===== src/design/nco_defs.vh =====
// register map, field positions and reset values of the numeric oscillator
`ifndef NCO_DEFS_VH
`define NCO_DEFS_VH

// ----------------------------------------------------------------------
// register byte addresses (one aligned 32-bit word each)
// ----------------------------------------------------------------------
`define NCO_ADDR_ACC_LOW 12'h000
`define NCO_ADDR_ACC_HIGH 12'h004
`define NCO_ADDR_ACC_UPPER 12'h008
`define NCO_ADDR_INC_LOW 12'h00C
`define NCO_ADDR_INC_HIGH 12'h010
`define NCO_ADDR_INC_UPPER 12'h014
`define NCO_ADDR_CONTROL 12'h018
`define NCO_ADDR_CLOCK 12'h01C
`define NCO_ADDR_IRQ 12'h020

// ----------------------------------------------------------------------
// field positions
// ----------------------------------------------------------------------
`define NCO_CTL_ENABLE 7
`define NCO_CTL_OUTPUT 5
`define NCO_CTL_INVERT 4
`define NCO_CTL_PULSE 0
`define NCO_IRQ_FLAG 0
`define NCO_IRQ_ENABLE 1
`define NCO_IRQ_PERIPH 2
`define NCO_IRQ_GLOBAL 3

// ----------------------------------------------------------------------
// reset values and widths
// ----------------------------------------------------------------------
`define NCO_RESET_BYTE 8'h00
`define NCO_ACC_WIDTH 20
`define NCO_SRC_COUNT 16
`define NCO_SRC_FAST_OSC 4'h1
`define NCO_SRC_RESERVED 4'hF

`endif


===== src/design/nco_core.v =====
// numeric oscillator: accumulator, increment shadow, output stage, apb regs
//
// Behaviour
// - 20-bit accumulator readable/writable as three bytes
// - each input clock edge adds shadow increment
// - adder carry is the raw overflow
// - 20-bit increment held in three byte registers
// - enabled: low-byte write loads shadow two edges later
// - disabled: increment writes copy to shadow one clock later
// - shadow increment never visible to software
// - fixed duty mode toggles output per overflow
// - pulse select bit picks pulse or fixed duty
// - pulse asserts after overflow, lasts 1 to 128
// - pulse longer than interval gives no toggling
// - final stage applies output invert bit
// - invert change with irq enabled raises interrupt
// - every overflow sets the overflow flag
// - request needs enable, irq, peripheral, global enables
// - any reset clears all registers to zero
// - keeps running independent of system sleep
// - fast oscillator kept alive in sleep when selected and enabled
// - clock source select picks accumulator clock
// - final output routed to other peripherals
// - pulse width field is power of two periods
// - read-only status bit shows output level
//
// Decided for this implementation: the address map and the APB slave port.
`timescale 1ns/1ps
`include "nco_defs.vh"

module nco_core #(
   parameter ACC_WIDTH = `NCO_ACC_WIDTH,
   parameter SRC_COUNT = `NCO_SRC_COUNT
) (
   input wire i_clock,
   input wire i_sys_rst,
   input wire i_psel,
   input wire i_penable,
   input wire i_pwrite,
   input wire [11:0] i_paddr,
   input wire [31:0] i_pwdata,
   output wire o_pready,
   output wire o_pslverr,
   output reg [31:0] o_prdata,
   input wire [SRC_COUNT-1:0] i_clock_sources,
   input wire i_sleep,
   output wire o_oscillator_output,
   output wire o_overflow_irq,
   output wire o_fast_osc_keep_on,
   output wire o_raw_carry_out
);

   // ----------------------------------------------------------------------
   // registers
   // ----------------------------------------------------------------------
   reg [ACC_WIDTH-1:0] acc_reg;
   reg [ACC_WIDTH-1:0] inc_reg;
   reg [ACC_WIDTH-1:0] shadow_reg;
   reg enable_reg;
   reg invert_reg;
   reg pulse_reg;
   reg [2:0] width_reg;
   reg [3:0] source_reg;
   reg flag_reg;
   reg irq_en_reg;
   reg periph_en_reg;
   reg global_en_reg;
   reg out_reg;
   reg [7:0] pulse_cnt_reg;
   reg [1:0] load_pend_reg;
   reg [SRC_COUNT-1:0] src_sync1_reg;
   reg [SRC_COUNT-1:0] src_sync2_reg;
   reg src_prev_reg;
   reg final_prev_reg;

   wire bus_write;
   wire [ACC_WIDTH:0] sum;
   wire clk_sel;
   wire tick;
   wire carry;
   wire [7:0] width_cycles;
   wire final_out;
   wire inc_low_write;
   wire inc_any_write;

   // apb answers in the access phase with no wait states
   assign o_pready = 1'b1;
   assign o_pslverr = 1'b0;
   assign bus_write = i_psel & i_penable & i_pwrite;

   // ----------------------------------------------------------------------
   // oscillator clock selection
   // ----------------------------------------------------------------------
   // every source is an outside level: two flops before anything looks
   always @(posedge i_clock or posedge i_sys_rst) begin
      if (i_sys_rst) begin
         src_sync1_reg <= {SRC_COUNT{1'b0}};
         src_sync2_reg <= {SRC_COUNT{1'b0}};
         src_prev_reg <= 1'b0;
      end else begin
         src_sync1_reg <= i_clock_sources;
         src_sync2_reg <= src_sync1_reg;
         src_prev_reg <= clk_sel;
      end
   end

   // reserved code selects no clock at all
   assign clk_sel = (source_reg == `NCO_SRC_RESERVED) ? 1'b0 :
      src_sync2_reg[source_reg];
   // rising edge of the chosen source is a one-cycle enable
   assign tick = clk_sel & ~src_prev_reg & enable_reg;

   // sleep gates only the keep-on request, which also needs enable and the fast source
   assign o_fast_osc_keep_on = enable_reg &
      (source_reg == `NCO_SRC_FAST_OSC) & i_sleep;

   // ----------------------------------------------------------------------
   // adder and accumulator
   // ----------------------------------------------------------------------
   assign sum = {1'b0, acc_reg} + {1'b0, shadow_reg};
   assign carry = tick & sum[ACC_WIDTH];
   assign o_raw_carry_out = carry;

   assign inc_low_write = bus_write &&
      (i_paddr == `NCO_ADDR_INC_LOW);
   assign inc_any_write = inc_low_write || (bus_write &&
      ((i_paddr == `NCO_ADDR_INC_HIGH) ||
      (i_paddr == `NCO_ADDR_INC_UPPER)));

   // accumulator: bus writes are undefined while running; bus wins
   always @(posedge i_clock or posedge i_sys_rst) begin
      if (i_sys_rst) begin
         acc_reg <= {ACC_WIDTH{1'b0}};
      end else if (bus_write && i_paddr == `NCO_ADDR_ACC_LOW) begin
         acc_reg[7:0] <= i_pwdata[7:0];
      end else if (bus_write && i_paddr == `NCO_ADDR_ACC_HIGH) begin
         acc_reg[15:8] <= i_pwdata[7:0];
      end else if (bus_write && i_paddr == `NCO_ADDR_ACC_UPPER) begin
         acc_reg[ACC_WIDTH-1:16] <= i_pwdata[ACC_WIDTH-17:0];
      end else if (tick) begin
         acc_reg <= sum[ACC_WIDTH-1:0];
      end
   end

   // ----------------------------------------------------------------------
   // increment registers and shadow
   // ----------------------------------------------------------------------
   // load_pend counts oscillator edges after a low-byte write
   always @(posedge i_clock or posedge i_sys_rst) begin
      if (i_sys_rst) begin
         inc_reg <= {ACC_WIDTH{1'b0}};
         shadow_reg <= {ACC_WIDTH{1'b0}};
         load_pend_reg <= 2'b00;
      end else begin
         if (bus_write && i_paddr == `NCO_ADDR_INC_LOW) begin
            inc_reg[7:0] <= i_pwdata[7:0];
         end
         if (bus_write && i_paddr == `NCO_ADDR_INC_HIGH) begin
            inc_reg[15:8] <= i_pwdata[7:0];
         end
         if (bus_write && i_paddr == `NCO_ADDR_INC_UPPER) begin
            inc_reg[ACC_WIDTH-1:16] <= i_pwdata[ACC_WIDTH-17:0];
         end
         if (!enable_reg) begin
            // copy one cycle after the write, from the stored bytes
            load_pend_reg <= {1'b0, inc_any_write};
            if (load_pend_reg[0]) begin
               shadow_reg <= inc_reg;
            end
         end else if (inc_low_write) begin
            load_pend_reg <= 2'b10;
         end else if (tick && load_pend_reg == 2'b10) begin
            load_pend_reg <= 2'b01;
         end else if (tick && load_pend_reg == 2'b01) begin
            shadow_reg <= inc_reg;
            load_pend_reg <= 2'b00;
         end
      end
   end

   // ----------------------------------------------------------------------
   // output stage
   // ----------------------------------------------------------------------
   assign width_cycles = 8'h01 << width_reg;

   // pulse count restarts on overflow so short intervals never release
   always @(posedge i_clock or posedge i_sys_rst) begin
      if (i_sys_rst) begin
         out_reg <= 1'b0;
         pulse_cnt_reg <= 8'h00;
      end else if (!enable_reg) begin
         out_reg <= 1'b0;
         pulse_cnt_reg <= 8'h00;
      end else if (!pulse_reg) begin
         pulse_cnt_reg <= 8'h00;
         if (carry) begin
            out_reg <= ~out_reg;
         end
      end else if (carry) begin
         out_reg <= 1'b1;
         pulse_cnt_reg <= width_cycles;
      end else if (tick && pulse_cnt_reg != 8'h00) begin
         pulse_cnt_reg <= pulse_cnt_reg - 8'h01;
         if (pulse_cnt_reg == 8'h01) begin
            out_reg <= 1'b0;
         end
      end
   end

   assign final_out = out_reg ^ invert_reg;
   assign o_oscillator_output = final_out;

   // ----------------------------------------------------------------------
   // control and interrupt registers
   // ----------------------------------------------------------------------
   // set beats a software clear in the same cycle
   always @(posedge i_clock or posedge i_sys_rst) begin
      if (i_sys_rst) begin
         enable_reg <= 1'b0;
         invert_reg <= 1'b0;
         pulse_reg <= 1'b0;
         width_reg <= 3'b000;
         source_reg <= 4'h0;
         flag_reg <= 1'b0;
         irq_en_reg <= 1'b0;
         periph_en_reg <= 1'b0;
         global_en_reg <= 1'b0;
         final_prev_reg <= 1'b0;
      end else begin
         final_prev_reg <= final_out;
         if (bus_write && i_paddr == `NCO_ADDR_CONTROL) begin
            enable_reg <= i_pwdata[`NCO_CTL_ENABLE];
            invert_reg <= i_pwdata[`NCO_CTL_INVERT];
            pulse_reg <= i_pwdata[`NCO_CTL_PULSE];
         end
         if (bus_write && i_paddr == `NCO_ADDR_CLOCK) begin
            width_reg <= i_pwdata[7:5];
            source_reg <= i_pwdata[3:0];
         end
         if (bus_write && i_paddr == `NCO_ADDR_IRQ) begin
            irq_en_reg <= i_pwdata[`NCO_IRQ_ENABLE];
            periph_en_reg <= i_pwdata[`NCO_IRQ_PERIPH];
            global_en_reg <= i_pwdata[`NCO_IRQ_GLOBAL];
         end
         if (carry) begin
            flag_reg <= 1'b1;
         end else if (irq_en_reg && enable_reg &&
               final_out != final_prev_reg &&
               invert_reg != (out_reg ^ final_prev_reg)) begin
            flag_reg <= 1'b1;
         end else if (bus_write && i_paddr == `NCO_ADDR_IRQ &&
               !i_pwdata[`NCO_IRQ_FLAG]) begin
            flag_reg <= 1'b0;
         end
      end
   end

   assign o_overflow_irq = flag_reg & enable_reg & irq_en_reg &
      periph_en_reg & global_en_reg;

   // ----------------------------------------------------------------------
   // read data; shadow has no address
   // ----------------------------------------------------------------------
   always @* begin
      o_prdata = 32'h00000000;
      case (i_paddr)
         `NCO_ADDR_ACC_LOW: o_prdata[7:0] = acc_reg[7:0];
         `NCO_ADDR_ACC_HIGH: o_prdata[7:0] = acc_reg[15:8];
         `NCO_ADDR_ACC_UPPER: o_prdata[ACC_WIDTH-17:0] =
            acc_reg[ACC_WIDTH-1:16];
         `NCO_ADDR_INC_LOW: o_prdata[7:0] = inc_reg[7:0];
         `NCO_ADDR_INC_HIGH: o_prdata[7:0] = inc_reg[15:8];
         `NCO_ADDR_INC_UPPER: o_prdata[ACC_WIDTH-17:0] =
            inc_reg[ACC_WIDTH-1:16];
         `NCO_ADDR_CONTROL: o_prdata[7:0] = {enable_reg, 1'b0,
            final_out, invert_reg, 3'b000, pulse_reg};
         `NCO_ADDR_CLOCK: o_prdata[7:0] = {width_reg, 1'b0, source_reg};
         `NCO_ADDR_IRQ: o_prdata[7:0] = {4'h0, global_en_reg,
            periph_en_reg, irq_en_reg, flag_reg};
         default: o_prdata = 32'h00000000;
      endcase
   end

endmodule


===== config.mk =====
export PLATFORM = sky130hd
export DESIGN_NAME = nco_core
export DESIGN_NICKNAME = d
export VERILOG_FILES = /design/src/design/nco_core.v
export VERILOG_INCLUDE_DIRS = /design/src /design/src/design
export SDC_FILE = /design/constraint.sdc
export NUM_CORES = 1
export LEC_CHECK = 0
export BUFFER_PORTS_ARGS = -buffer_cell sky130_fd_sc_hd__buf_4
export CORE_ASPECT_RATIO = 1.75
export CORE_MARGIN = 2
export CORE_UTILIZATION = 35
export CTS_BUF_LIST = sky130_fd_sc_hd__clkbuf_4
export CTS_CLUSTER_DIAMETER = 80
export DETAILED_ROUTE_END_ITERATION = 6
export GPL_TIMING_DRIVEN = 0
export MAX_ROUTING_LAYER = met4
export PLACE_DENSITY_LB_ADDON = 0.15
export SLEW_MARGIN = 5
export SYNTH_ARGS = -nofsm -noshare
export SYNTH_HDL_FRONTEND = slang
export SYNTH_SLANG_ARGS = --single-unit

===== constraint.sdc =====
create_clock -name i_clock -period 4.75 [get_ports i_clock]
set_clock_uncertainty 0.1 [all_clocks]
set_input_delay 0.2375 -clock i_clock [delete_from_list [all_inputs] [get_ports i_clock]]
set_output_delay 0.2375 -clock i_clock [all_outputs]
set_load 0.05 [all_outputs]

### Yosys cells after proc, flatten, opt, wreduce, memory -nomap -nowiden

Cells that the tools add are included.

* equality and inequality tests: 26
* bitwise logic cells: 17
* reduce and logical (&&, ||, !) cells: 32
* add/sub/neg operators: 2
* mux-type cells: 33
* shifts and indexed selects: 1
* order comparisons: 1

Operators by type and width (number)
* $mux W20: 6
* $mux W8: 7
* $eq A12 B5 Y1 const B: 4
* $pmux W4 S9: 1
* $eq A12 B4 Y1 const B: 2
* $pmux W4 S6: 1
* $add A20 B20 Y21: 1
* $logic_and A1 B1 Y1: 17
* $mux W16: 1
* $eq A12 B3 Y1 const B: 1
* $eq A12 B6 Y1 const B: 1
* $logic_not A12 Y1: 1
* $reduce_and A3 Y1: 4
* $and A1 B1 Y1: 11
* $mux W1: 11
* $ne A2 B2 Y1 const B: 5
* $ne A3 B2 Y1 const B: 3
* $eq A8 B1 Y1 const B: 1
* $mux W2: 4
* $reduce_bool A2 Y1: 4
* $reduce_bool A8 Y1: 1
* $shl A1 B3 Y8 const A: 1
* $sub A8 B1 Y8 const B: 1
* $lt A4 B5 Y1 const B: 1
* 16 further kinds: 22

* output and inout bits: 38
* logic and storage cells: 135
* input bits: 66
* register bits: 119

### Logic depth before layout (Yosys ltp)

* depth in word-level cells: 10
* gate-level depth with buffers: 11
* gate-level depth less buffers: 10

### Least setup slack after synthesis

OpenSTA, ideal clock, no wires.

* kind: register to register
* from: register acc_reg[9]
* to: register pulse_cnt_reg[6]
* path slack: 2.120 ns
* period minus slack after synthesis: 2.630 ns
* cell stages (with the launch flop): 10
* arrival time: 2.464 ns
* setup time: 0.067 ns
* buffers on the path: 0
* required time: 4.583 ns
* cell sequence: dfrtp_1 ha_1 a21o_1 a221o_1 a21oi_1 nand2_1 a21bo_2 or3_1 nor3_1 a221o_1

* word-level cells in the longest chain between the ends: 5
* elaborated cells on any way between the ends: 6
* those cells by class: 1 x add/sub; 1 x eq/ne; 3 x mux; 1 x bitwise

RTL lines
* start: declaration: RTL line nco_core.v:56 `reg [ACC_WIDTH-1:0] acc_reg;`
* start signal: assignment: RTL line nco_core.v:133 `acc_reg <= {ACC_WIDTH{1'b0}};`
* start signal: assignment: RTL line nco_core.v:137 `acc_reg[15:8] <= i_pwdata[7:0];`
* start signal: indexed assignment: RTL line nco_core.v:139 `acc_reg[ACC_WIDTH-1:16] <= i_pwdata[ACC_WIDTH-17:0];`
* $add A20 B20 Y21 *: RTL line nco_core.v:120 `assign sum = {1'b0, acc_reg} + {1'b0, shadow_reg};`
* $and A1 B1 Y1 *: RTL line nco_core.v:121 `assign carry = tick & sum[ACC_WIDTH];`
* $mux W8: RTL line nco_core.v:199 `end else if (carry) begin`
* $mux W8: RTL line nco_core.v:194 `end else if (!pulse_reg) begin`
* $mux W8: RTL line nco_core.v:191 `end else if (!enable_reg) begin`
* end signal: assignment: RTL line nco_core.v:201 `pulse_cnt_reg <= width_cycles;`
* end signal: assignment: RTL line nco_core.v:203 `pulse_cnt_reg <= pulse_cnt_reg - 8'h01;`
* end: declaration: RTL line nco_core.v:69 `reg [7:0] pulse_cnt_reg;`

Every way passes the cells marked *; elsewhere a longest branch is shown, timed or not.
A chain may end at the register's enable or synchronous reset.

### Worst setup path in the final report

* from: register acc_reg[0]
* to: output o_raw_carry_out

* word-level cells in the longest chain between the ends: 2

RTL lines
* start signal: assignment: RTL line nco_core.v:133
* start signal: assignment: RTL line nco_core.v:135 `acc_reg[7:0] <= i_pwdata[7:0];`
* start signal: indexed assignment: RTL line nco_core.v:139
* $add A20 B20 Y21: RTL line nco_core.v:120
* $and A1 B1 Y1: RTL line nco_core.v:121
* end: declaration: RTL line nco_core.v:50 `output wire o_raw_carry_out`

Every way passes these cells.

==> impl_metrics.csv <==
group,metric,value,unit
timing,relSlewSlack,18.3,%
job,drv_cap,0,
critical_path,cp_max_fo,6,
critical_path,slowest_stage,"dfrtp_1",
logic_synthesis,synth.largest_area_cell,"dfrtp_1",
critical_path,path_class,"register to output pin",
clocking,cts_tree,"done",
detailed_routing,vias_per_cell,5.31,
grt,grt_max_degree,84,
critical_path,rr_worst_depth,10,
layout,fin_cells,956,
placed_design,place_ws,1530,ps
detailed_routing,dr.pass1.iters,6,
logic_synthesis,ys_seq_area_share,46.4,%
clocking,clock_latency,540,ps
grt,grt_overflow,0,
critical_path,cp_cell_sequence,"ha_1 -> fa_1 -> a21oi_1 -> o211ai_1 -> o211ai_1 -> nand2_1 -> a21bo_2 -> nand2_4 -> inv_1 -> buf_4",
die,io_pins,104,
detailed_routing,vias,5080,
die,core_area,0.0178,mm^2
critical_path,reg2reg_slack,1640,ps
critical_path,critical_path_arrival,3060,ps
critical_path,start_kind,"register",
placed_design,hpwl,13800,um
clocking,clock_path_buffers,2,
layout,fin_area,0.00762,mm^2
die,rows,65,
grt,grt_pass1_wl,28300,um
layout,area_growth,20.8,%
timing,rsz0062_at_grt,"no",
timing,hold_viol_final,0,
layout,final_nets,798,
logic_synthesis,yosys_warnings,0,
die,die_y,182,um
pwr,power_density,276,mW/mm^2
clocking,cts_buffers,17,
logic_synthesis,synth-edff-count,0,
timing,setup_viol,0,
hold_path,worstHoldStart,"i_paddr[3]",
critical_path,critPathMostFrequentCell,"o211ai_1",
clocking,htreeDepth,4,
clocking,clk_pin_slew,110,ps
detailed_routing,dr.first_iter.drc_count,291,
die,die_w,105,um
placed_design,place.gp.congestion,0.872,
logic_synthesis,synthFlopType,"dfrtp_1",
timing,fmax,294,MHz
logic_synthesis,yosys.area.top_type_share,46.4,%
detailed_routing,wl_per_cell,19.3,um
critical_path,path_depth,10,
detailed_routing,drc,0,
grt,grt_pass1_vias,5024,
clocking,clock-sinks,117,
die,initial_core_util,35.4,%
clocking,cts-root-buf,"clkbuf_4",
critical_path,reg2reg_to,"pulse_cnt_reg[6]$_DFFE_PP0P_",
timing,period_share,71.6,%
critical_path,crit_required,4410,ps
die,die-area,0.0192,mm^2
detailed_routing,wirelength,18500,um
critical_path,worstReg2RegStart,"acc_reg[0]$_DFFE_PP0P_",
logic_synthesis,syn-cell-area,0.00631,mm^2
placed_design,placed_cell_area,0.00710,mm^2
logic_synthesis,synthTopCellsByCount,"dfrtp_1 (117), nand2_1 (51), mux2_2 (50), nor2_1 (45), a21oi_1 (38)",
placed_design,port_buffers,50,
placed_design,dp_cells,899,
hold_path,hold_depth,5,
timing,worst_slack,1350,ps
logic_synthesis,async_reset_ff_share,100,%
hold_path,min_to,"enable_reg$_DFFE_PP0P_",
critical_path,slowest_delay,440,ps
hold_path,hp-class,"primary input to register",
logic_synthesis,synthesis.instances,590,
logic_synthesis,syn_area_per_cell,10.7,um^2
layout,layout-drive-gt1-share,25.0,%
timing,slew_violations,0,
timing,tightest_slew,1220,ps
grt,track_usage,20.4,%
grt,antenna_found_initial,1,
pwr,irDropWorstVdd,0.000219,V
logic_synthesis,synthMostInstantiatedCell,"dfrtp_1",
critical_path,cp-end-kind,"output pin",
logic_synthesis,ys_top_cells_by_area,"dfrtp_1 (46%), mux2_2 (8.9%), ha_1 (4.6%)",
outcome,status,"finished clean",
logic_synthesis,ys_types,65,
critical_path,critical_path_buf_inv_count,2,
clocking,ctsResizeCount,0,
logic_synthesis,synth_seq_cells,117,
detailed_routing,ant_nets,0,
pwr,power.leakage,3.69,nW
critical_path,crit_family,"compound AO/OA/AOI/OAI gates",
timing,period_needed,3400,ps
-- report_power, final --
part           internal, mW  switching, mW
combinational         0.119          0.180
clock                 0.329          0.412
sequential             1.03         0.0291
-- worst min-delay path, cell delays in order --
cell	delay, ps
buf_4	130
nand2_1	100
nor3_1	100
nand2_1	70
o21ai_0	70
-- layer usage --
metal  part of all wire [%]  vias to the layer above  track usage, %
met3                    4.5                       44            3.41
met4                    4.0                        0            9.97
met1                     38                     2498            22.1
met5                      0                        -               -
met2                     54                      185            35.7
li1                       -                     2353               -
-- cell type report --
type,count,area [um^2]
clock buffer,20,150
sequential,117,2930
multi-input combinational,442,3130
fill,1677,10200
clock inverter,12,130
buffer,43,294
tap,234,293
timing repair buffer,75,643
antenna,1,2.50
inverter,12,50.0
-- logic make-up after synthesis --
kind of cell,Yosys count,synth area share (%)
compound gates,136,14.8
flops,117,46.4
other cells,2,0.119
xor+xnor,18,2.50
mux,67,12.3
fa+ha+maj,24,4.88
simple gates,171,13.6
buf+inv,55,5.37
-- worst max-delay path by stage --
| stage | from | end | slack [ps] |
|---|---|---|---|
| final | acc_reg[0]$_DFFE_PP0P_ | o_raw_carry_out | 1350 |
| after global routing | acc_reg[0]$_DFFE_PP0P_ | o_raw_carry_out | 1200 |
| after CTS | acc_reg[0]$_DFFE_PP0P_ | o_raw_carry_out | 1290 |
| after detailed placement | i_paddr[11] | acc_reg[0]$_DFFE_PP0P_ | 1530 |
| after global placement | i_sys_rst | shadow_reg[14]$_DFFE_PP0P_ | -90 |
| after floorplan | i_sys_rst | acc_reg[0]$_DFFE_PP0P_ | 1310 |
-- through the flow --
stage	TNS, ps	util [%]	hold WS (ps)	total power [mW]
detailed placement	0	39.9	147	1.37
floorplan	0	-	169	1.28
global route	0	42.8	125	2.20
CTS	0	42.8	84.8	2.12
finish	0	42.8	125	2.10
global placement	-8990	39.7	233	1.36
-- timing repair --
item | CTS | global route
setup buffers | 0 | 0
endpoints found under the hold margin | 174 | 0
setup endpoints to repair | 0 | 0
hold buffers | 24 | 0
-- layout by cell type, fill, tap and decap left out, types with 11 or more instances in the layout --
master / count
ha_1: 23
mux2i_1: 14
conb_1: 26
dfrtp_1: 117
a21oi_1: 38
xnor2_1: 12
inv_1: 11
buf_4: 79
mux2_2: 50
a22oi_1: 18
nor2_1: 45
nand3_1: 19
clkbuf_4: 20
nand2_1: 51
o21ai_0: 17
dlygate4sd3_1: 24
nor3_1: 18
Power figures use the tool's default switching activity.
